<file path="config.mk">
export PLATFORM = sky130hd
export DESIGN_NAME = smc_standby_ctrl
export DESIGN_NICKNAME = d
export VERILOG_FILES = /design/src/smc_pkg.sv /design/src/smc_standby_ctrl.sv
export SDC_FILE = /design/constraint.sdc
export NUM_CORES = 1
export LEC_CHECK = 0
export CORE_MARGIN = 3
export CORE_UTILIZATION = 64
export CTS_CLUSTER_SIZE = 30
export DETAILED_ROUTE_END_ITERATION = 10
export DONT_BUFFER_PORTS = 1
export GPL_ROUTABILITY_DRIVEN = 0
export MAX_ROUTING_LAYER = met4
export PLACE_DENSITY_LB_ADDON = 0.25
export SLEW_MARGIN = 10
export SYNTH_ARGS = -nofsm -noshare
export SYNTH_HDL_FRONTEND = slang
export SYNTH_SLANG_ARGS = --single-unit
</file>
<file path="constraint.sdc">
create_clock -name mclk -period 3.5 [get_ports mclk]
set_input_delay 0.175 -clock mclk [delete_from_list [all_inputs] [get_ports mclk]]
set_output_delay 0.175 -clock mclk [all_outputs]
set_load 0.05 [all_outputs]
</file>
<file path="src/smc_pkg.sv">
// package: register map, fields, reset values and types of the standby-mode controller
package smc_pkg;
  // register byte offsets
  localparam logic [7:0] PWR_CTL_OFS = 8'h00;
  localparam logic [7:0] MODE_SEL_OFS = 8'h04;
  localparam logic [7:0] STAB_SEL_OFS = 8'h08;
  localparam logic [7:0] FILT_CTL_OFS = 8'h0c;
  localparam logic [7:0] STAT_OFS = 8'h10;
  // power_save_control_reg fields
  localparam int ENTRY_BIT = 1;
  localparam int WMASK_INT_BIT = 4;
  localparam int WMASK_NM0_BIT = 5;
  localparam int WMASK_NM1_BIT = 6;
  // save_mode_select_reg fields and encodings
  localparam int MODE_SEL_LSB = 0;
  localparam logic [1:0] MODE_IDLE_ONE = 2'h0;
  localparam logic [1:0] MODE_STOP = 2'h1;
  // osc_stabilize_time_select
  localparam int STAB_SEL_W = 3;
  localparam logic [2:0] STAB_SEL_RESET = 3'h6;
  localparam logic [2:0] STAB_SEL_MAX = 3'h6;
  localparam int OST_BASE_LOG2 = 10;
  // noise_filter_control_reg fields
  localparam int FILT_EN_BIT = 7;
  localparam int FILT_SEL_LSB = 0;
  localparam logic [2:0] FILT_SLOW_MIN = 3'h3;
  // axi responses
  localparam logic [1:0] RESP_OKAY = 2'h0;
  localparam logic [1:0] RESP_SLVERR = 2'h2;

  typedef struct packed {
    logic nmi1;
    logic nmi0;
    logic maskable;
    logic extPin3;
  } smc_wake_t;

  typedef struct packed {
    logic cpuClkEn;
    logic periphClkEn;
    logic oscEn;
  } smc_clk_t;

  typedef enum logic [2:0] {
    ST_RUN,
    ST_HALT,
    ST_IDLE_ONE,
    ST_STOP,
    ST_OSC_START,
    ST_STABILIZE
  } smc_state_t;
endpackage

</file>
<file path="src/smc_standby_ctrl.sv">
// standby-mode controller: halt, idle-1, stop and oscillation stabilization wait
// Function
// mode select field acts only while the standby-entry bit is one.
// stabilization count starts only once the oscillator is running.
// software writes zero to reserved bits 3..7 of the stabilization select.
// stabilization select resets to 06h, giving 2^16 oscillator periods after reset.
// software places five no-ops after the halt instruction.
// halt with a pending unmasked request enters halt, then leaves at once.
// software follows the idle-1 store with five no-ops.
// idle-1 set with a pending unmasked request is released immediately.
// a request class masked by its wake mask bit does not release idle-1.
// pin-3 request with slow noise filter sampling does not release idle-1.
// software programs mode select bits before setting the standby-entry bit.
// wake mask bits written with the standby-entry bit set are ignored.
// after stop wait, processor clock restarts and the waking interrupt is vectored.
`timescale 1ns/1ps
module smc_standby_ctrl #(
  parameter int OstBaseLog2 = smc_pkg::OST_BASE_LOG2
)(
  // clock and reset
  input wire logic mclk,
  input wire logic rst,
  // axi4-lite write address
  input wire logic [7:0] awaddr,
  input wire logic awvalid,
  output logic awready,
  // axi4-lite write data
  input wire logic [31:0] wdata,
  input wire logic [3:0] wstrb,
  input wire logic wvalid,
  output logic wready,
  // axi4-lite write response
  output logic [1:0] bresp,
  output logic bvalid,
  input wire logic bready,
  // axi4-lite read address
  input wire logic [7:0] araddr,
  input wire logic arvalid,
  output logic arready,
  // axi4-lite read data
  output logic [31:0] rdata,
  output logic [1:0] rresp,
  output logic rvalid,
  input wire logic rready,
  // processor core
  input wire logic haltReq,
  output smc_pkg::smc_clk_t clkCtl,
  output logic wakeVector,
  // interrupt sources and oscillator
  input smc_pkg::smc_wake_t wakeReq,
  input wire logic oscRunning
);
  smc_pkg::smc_state_t state_q;
  logic standbyEntry_q;
  logic [1:0] psmSel_q;
  logic intMask_q;
  logic nmi0Mask_q;
  logic nmi1Mask_q;
  logic [2:0] stabSel_q;
  logic filtEn_q;
  logic [2:0] filtSel_q;
  logic [23:0] stabCnt_q;
  logic wokeByIrq_q;
  logic wakeVector_q;
  smc_pkg::smc_clk_t clkCtl_q;
  logic awready_q;
  logic wready_q;
  logic bvalid_q;
  logic [1:0] bresp_q;
  logic arready_q;
  logic rvalid_q;
  logic [31:0] rdata_q;
  logic [1:0] rresp_q;

  ////////////////////////////////////////////////////////////////////////////
  // wake qualification
  logic pin3Filtered;
  logic wakeMasked;
  logic wakeAny;
  logic wrTake;
  logic entryWrite;
  logic [2:0] stabSelEff;
  logic [23:0] stabLast;

  assign pin3Filtered = filtEn_q && (filtSel_q >= smc_pkg::FILT_SLOW_MIN);
  assign wakeMasked = (wakeReq.nmi1 && !nmi1Mask_q)
    || (wakeReq.nmi0 && !nmi0Mask_q)
    || (wakeReq.maskable && !intMask_q)
    || (wakeReq.extPin3 && !intMask_q && !pin3Filtered);
  // halt ignores the wake masks
  assign wakeAny = wakeReq.nmi1 || wakeReq.nmi0 || wakeReq.maskable || wakeReq.extPin3;
  assign wrTake = awready_q && wready_q;
  assign entryWrite = wrTake && (awaddr == smc_pkg::PWR_CTL_OFS) && wstrb[0] && wdata[smc_pkg::ENTRY_BIT];
  assign stabSelEff = (stabSel_q > smc_pkg::STAB_SEL_MAX) ? smc_pkg::STAB_SEL_MAX : stabSel_q;
  assign stabLast = 24'((32'h1 << (OstBaseLog2 + 32'(stabSelEff))) - 32'h1);

  ////////////////////////////////////////////////////////////////////////////
  // axi4-lite write channel
  always_ff @(posedge mclk or posedge rst)
  begin
    if (rst)
    begin
      awready_q <= 1'b0;
      wready_q <= 1'b0;
      bvalid_q <= 1'b0;
      bresp_q <= smc_pkg::RESP_OKAY;
    end
    else
    begin
      awready_q <= awvalid && wvalid && !bvalid_q && !awready_q;
      wready_q <= awvalid && wvalid && !bvalid_q && !awready_q;
      if (wrTake)
      begin
        bvalid_q <= 1'b1;
        bresp_q <= (awaddr == smc_pkg::PWR_CTL_OFS || awaddr == smc_pkg::MODE_SEL_OFS
          || awaddr == smc_pkg::STAB_SEL_OFS || awaddr == smc_pkg::FILT_CTL_OFS
          || awaddr == smc_pkg::STAT_OFS) ? smc_pkg::RESP_OKAY : smc_pkg::RESP_SLVERR;
      end
      else if (bready)
      begin
        bvalid_q <= 1'b0;
      end
    end
  end

  ////////////////////////////////////////////////////////////////////////////
  // register file
  always_ff @(posedge mclk or posedge rst)
  begin
    if (rst)
    begin
      psmSel_q <= smc_pkg::MODE_IDLE_ONE;
      intMask_q <= 1'b0;
      nmi0Mask_q <= 1'b0;
      nmi1Mask_q <= 1'b0;
      stabSel_q <= smc_pkg::STAB_SEL_RESET;
      filtEn_q <= 1'b0;
      filtSel_q <= 3'h0;
    end
    else if (wrTake && wstrb[0])
    begin
      if (awaddr == smc_pkg::PWR_CTL_OFS && !wdata[smc_pkg::ENTRY_BIT])
      begin
        // masks set together with the standby-entry bit are dropped
        intMask_q <= wdata[smc_pkg::WMASK_INT_BIT];
        nmi0Mask_q <= wdata[smc_pkg::WMASK_NM0_BIT];
        nmi1Mask_q <= wdata[smc_pkg::WMASK_NM1_BIT];
      end
      if (awaddr == smc_pkg::MODE_SEL_OFS)
      begin
        psmSel_q <= wdata[smc_pkg::MODE_SEL_LSB +: 2];
      end
      if (awaddr == smc_pkg::STAB_SEL_OFS)
      begin
        stabSel_q <= wdata[smc_pkg::STAB_SEL_W-1:0];
      end
      if (awaddr == smc_pkg::FILT_CTL_OFS)
      begin
        filtEn_q <= wdata[smc_pkg::FILT_EN_BIT];
        filtSel_q <= wdata[smc_pkg::FILT_SEL_LSB +: 3];
      end
    end
  end

  ////////////////////////////////////////////////////////////////////////////
  // standby sequencer
  always_ff @(posedge mclk or posedge rst)
  begin
    if (rst)
    begin
      state_q <= smc_pkg::ST_OSC_START;
      standbyEntry_q <= 1'b0;
      stabCnt_q <= 24'h0;
      wokeByIrq_q <= 1'b0;
      wakeVector_q <= 1'b0;
    end
    else
    begin
      wakeVector_q <= 1'b0;
      unique case (state_q)
        smc_pkg::ST_RUN:
        begin
          if (entryWrite)
          begin
            // mode field only consulted here, under the entry bit
            if (psmSel_q == smc_pkg::MODE_IDLE_ONE)
            begin
              standbyEntry_q <= 1'b1;
              state_q <= smc_pkg::ST_IDLE_ONE;
            end
            else if (psmSel_q == smc_pkg::MODE_STOP)
            begin
              standbyEntry_q <= 1'b1;
              state_q <= smc_pkg::ST_STOP;
            end
          end
          else if (haltReq)
          begin
            state_q <= smc_pkg::ST_HALT;
          end
        end
        smc_pkg::ST_HALT:
        begin
          if (wakeAny)
          begin
            state_q <= smc_pkg::ST_RUN;
            wakeVector_q <= 1'b1;
          end
        end
        smc_pkg::ST_IDLE_ONE:
        begin
          if (wakeMasked)
          begin
            state_q <= smc_pkg::ST_RUN;
            standbyEntry_q <= 1'b0;
            wakeVector_q <= 1'b1;
          end
        end
        smc_pkg::ST_STOP:
        begin
          if (wakeMasked)
          begin
            state_q <= smc_pkg::ST_OSC_START;
            wokeByIrq_q <= 1'b1;
          end
        end
        smc_pkg::ST_OSC_START:
        begin
          stabCnt_q <= 24'h0;
          if (oscRunning)
          begin
            state_q <= smc_pkg::ST_STABILIZE;
          end
        end
        smc_pkg::ST_STABILIZE:
        begin
          if (stabCnt_q == stabLast)
          begin
            state_q <= smc_pkg::ST_RUN;
            standbyEntry_q <= 1'b0;
            wokeByIrq_q <= 1'b0;
            wakeVector_q <= wokeByIrq_q;
          end
          else
          begin
            stabCnt_q <= stabCnt_q + 24'h1;
          end
        end
      endcase
    end
  end

  ////////////////////////////////////////////////////////////////////////////
  // clock gating outputs
  always_ff @(posedge mclk or posedge rst)
  begin
    if (rst)
    begin
      clkCtl_q <= '{cpuClkEn: 1'b0, periphClkEn: 1'b0, oscEn: 1'b1};
    end
    else
    begin
      clkCtl_q.cpuClkEn <= (state_q == smc_pkg::ST_RUN) && !entryWrite && !haltReq;
      clkCtl_q.periphClkEn <= (state_q == smc_pkg::ST_RUN) || (state_q == smc_pkg::ST_HALT);
      clkCtl_q.oscEn <= (state_q != smc_pkg::ST_STOP);
    end
  end

  ////////////////////////////////////////////////////////////////////////////
  // axi4-lite read channel
  always_ff @(posedge mclk or posedge rst)
  begin
    if (rst)
    begin
      arready_q <= 1'b0;
      rvalid_q <= 1'b0;
      rdata_q <= 32'h0;
      rresp_q <= smc_pkg::RESP_OKAY;
    end
    else
    begin
      arready_q <= arvalid && !rvalid_q && !arready_q;
      if (arready_q)
      begin
        rvalid_q <= 1'b1;
        rresp_q <= smc_pkg::RESP_OKAY;
        rdata_q <= 32'h0;
        unique case (araddr)
          smc_pkg::PWR_CTL_OFS:
          begin
            rdata_q[smc_pkg::ENTRY_BIT] <= standbyEntry_q;
            rdata_q[smc_pkg::WMASK_INT_BIT] <= intMask_q;
            rdata_q[smc_pkg::WMASK_NM0_BIT] <= nmi0Mask_q;
            rdata_q[smc_pkg::WMASK_NM1_BIT] <= nmi1Mask_q;
          end
          smc_pkg::MODE_SEL_OFS: rdata_q[smc_pkg::MODE_SEL_LSB +: 2] <= psmSel_q;
          smc_pkg::STAB_SEL_OFS: rdata_q[smc_pkg::STAB_SEL_W-1:0] <= stabSel_q;
          smc_pkg::FILT_CTL_OFS:
          begin
            rdata_q[smc_pkg::FILT_EN_BIT] <= filtEn_q;
            rdata_q[smc_pkg::FILT_SEL_LSB +: 3] <= filtSel_q;
          end
          smc_pkg::STAT_OFS: rdata_q[2:0] <= 3'(state_q);
          default: rresp_q <= smc_pkg::RESP_SLVERR;
        endcase
      end
      else if (rready)
      begin
        rvalid_q <= 1'b0;
      end
    end
  end

  assign awready = awready_q;
  assign wready = wready_q;
  assign bvalid = bvalid_q;
  assign bresp = bresp_q;
  assign arready = arready_q;
  assign rvalid = rvalid_q;
  assign rdata = rdata_q;
  assign rresp = rresp_q;
  assign clkCtl = clkCtl_q;
  assign wakeVector = wakeVector_q;
endmodule

</file>
==> results.txt <==
HP Class: input pin to flop
Clk_lat worst skew: 340 ps
Chip width: 80.2 µm
Clock slew at reported path FFs: 70 ps
PwrDens: 402 nW/µm²
Area Overhead vs Synth: 8.27%
Core area: 5200 µm²
Register area: 1460 µm²
Period Utilization, post-route: 0.828
Setup Skew: 3.74 ps
Initial DRC Count: 125
CP delay by family, top: compound AO/OA/AOI/OAI gates
Synth warn: 0
Final Hold Viols: 0
Slew @ Worst Pin: 915 ps
Max-slew violation count: 0
Run status: finished clean
Compound-Gate Fraction of Synth Area: 0.141
Adder-Cell Fraction of Synth Area: 0.0213
Max-Slew Margin vs Limit: 0.390
Worst Setup End Kind: flop
CP arrival: 3130 ps
CTS H-tree depth: 3
DR WL/cell: 16.2 µm
First-pass GRT wire length: 12700 µm
Largest net degree at the start of global routing: 35
CP Class: flop to flop
EDFF count, synth: 0
Setup violations, final: 0
Sequential-to-total area share from yosys stat: 0.413
Cell with the most instances after synthesis: dfrtp_1
Max clock buf depth: 2
Post-synthesis simple-gate area fraction: 0.235
Post-DP HPWL: 5290 µm
Vias per inst: 6.04
Cts hold-fix bufs: 14
Final non-filler cell total: 465
Antenna cells: 0
GRT overflow: 0
Post-cts resize count: 0
Slowest-stage cell, CP: a221oi_4
Die Area: 6440 µm²
Row cnt: 26
Startpoint Class: flop
End-of-flow core utilization: 0.734
Achievable Freq: 0.345 GHz
Multi-input gate area: 1840 µm²
Post-Synthesis Cells: 376
Share of the synthesized area in the top cell type: 0.383
Tot Pwr: 0.00154 W
Largest family of logic cells by synthesized area: simple AND/OR/NAND/NOR gates
# DRC: 0
Critical path, cell by cell: inv_1, ha_1, or3_1, o32a_1, a221oi_4, nor2_1, mux2_2
TNS Setup: 0 ps
Initial Util: 0.678
Port buffer count: 0
Post-CTS Setup Inserts: 0
Via count: 2807
Router iterations before antenna repair: 4
TritonCTS Sinks: 58
Synth area leaders: dfrtp_1 38%, buf_4 6.0%, mux2_2 3.8%, nand2_1 3.1%, dfstp_2 3.0%
Fraction of registers with async set/reset: 1.00
Minimum clock period: 2900 ps
Placed cells: 435
CP max FO: 18
Main synth FF type: dfrtp_1
Mux share of post-synthesis cell area: 0.0610
Number of global-route vias before repair: 2705
VDD IR-drop max: 0.000322 V
Cell variety after synth: 58
Post-synthesis register bit count: 58
Tot GR Track Use: 0.263
Share of cells above drive strength 1: 0.109
Post-synth top area cell: dfrtp_1
Detail Route Antenna Nets: 0
Initial antenna violation count: 0
# IOs: 110
Synth top cells by count: 54 x dfrtp_1, 29 x nand2_1, 28 x buf_4
Leak Pwr: 1.73 nW
DRT Wirelength: 7530 µm
Buf/Inv on CP: 1
Largest stage delay, worst path: 690 ps
Syn_area_per_cell: 9.38 µm²
Filler Cell Count: 398
Root Driver: clkbuf_8
Nets: 461
Data required, critical path: 3730 ps
RSZ-0062 raised after global routing: false
CTS tree: done
Die H: 80.2 µm
Number of max-cap violations: 0
CTS Buf Count: 9
Mapped Area: 3530 µm²
Synth Area in XOR/XNOR: 0.0348
final timing paths:
check / cells past startpoint / slack, ps / end / start
setup / recovery: 7 / 600 / stabCnt_q[0]$_DFFE_PP0P_ / stabSel_q[2]$_DFFE_PP1P_
hold / removal: 2 / 20 / rdata[7]$_DFFE_PP0P_ / araddr[2]
setup reg to reg: 7 / 600 / stabCnt_q[0]$_DFFE_PP0P_ / stabSel_q[2]$_DFFE_PP1P_
hold reg to reg: 1 / 520 / wokeByIrq_q$_DFFE_PP0P_ / wokeByIrq_q$_DFFE_PP0P_
max in group asynchronous: 3 / 2310 / clkCtl[0]$_DFF_PP1_ / rst
min in group asynchronous: 2 / 330 / stabCnt_q[14]$_DFFE_PP0P_ / rst
registers in the layout (all words and copies together) (netlist names), 2 cells and up:
signal,cells
filtSel_q,3
state_q,3
clkCtl,3
stabSel_q,3
psmSel_q,2
stabCnt_q,24
rdata,7
where the power goes:
part           internal (W)  total [W]  switching [W]
sequential         0.000688   0.000766      0.0000785
combinational     0.0000319   0.000137       0.000105
clock              0.000366   0.000634       0.000267
logic make-up after synthesis:
logic type / after synthesis
compound gates: 72
flops: 58
xor+xnor: 14
buf+inv: 57
simple gates: 148
fa+ha+maj: 6
other cells: 1
mux: 20
per-layer routing:
| layer | global-route usage | routed length, µm |
|---|---|---|
| met5 | - | 0 |
| met4 | 0.0811 | 131 |
| met3 | 0.0650 | 471 |
| met2 | 0.425 | 3680 |
| met1 | 0.329 | 3250 |
placed cells by master, fill, tap and decap left out, drive strengths merged, types with 3 or more instances in the layout:
master,n
nor2,26
nand2,29
dfrtp,54
buf,4
o31ai,5
dfstp,4
nand4,12
nand2b,8
o21ai,18
a21oi,14
xnor2,6
mux2,12
nor3b,7
mux2i,8
o211ai,6
or3,6
inv,16
ha,6
nor4,8
xor2,8
and3,5
a31o,3
and4,4
nor3,5
clkbuf,12
conb,27
a22o,3
nand3,17
nor4b,4
nor2b,5
dlygate4sd3,14
or4,3
a21o,5
through the flow:
| stage | worst slack [ps] | instance area [µm²] | hold WS, ps |
|---|---|---|---|
| final | 602 | 3820 | 23.5 |
| after global routing | 394 | 3820 | 25.4 |
| after CTS | 604 | 3820 | 2.04 |
| after detailed placement | 627 | 3470 | 137 |
| after global placement | 652 | 3470 | 133 |
| after floorplan | 951 | 3620 | 284 |
cell type report:
| class | instances | area share |
|---|---|---|
| flip-flops and latches | 58 | 0.381 |
| multi-input cells | 287 | 0.482 |
| inverters | 16 | 0.0157 |
| repair buffers | 18 | 0.0446 |
| clock buffers | 12 | 0.0406 |
| well taps | 70 | 0.0229 |
| clock inverters | 4 | 0.0131 |
No activity file was read; power rests on OpenSTA's default activity.
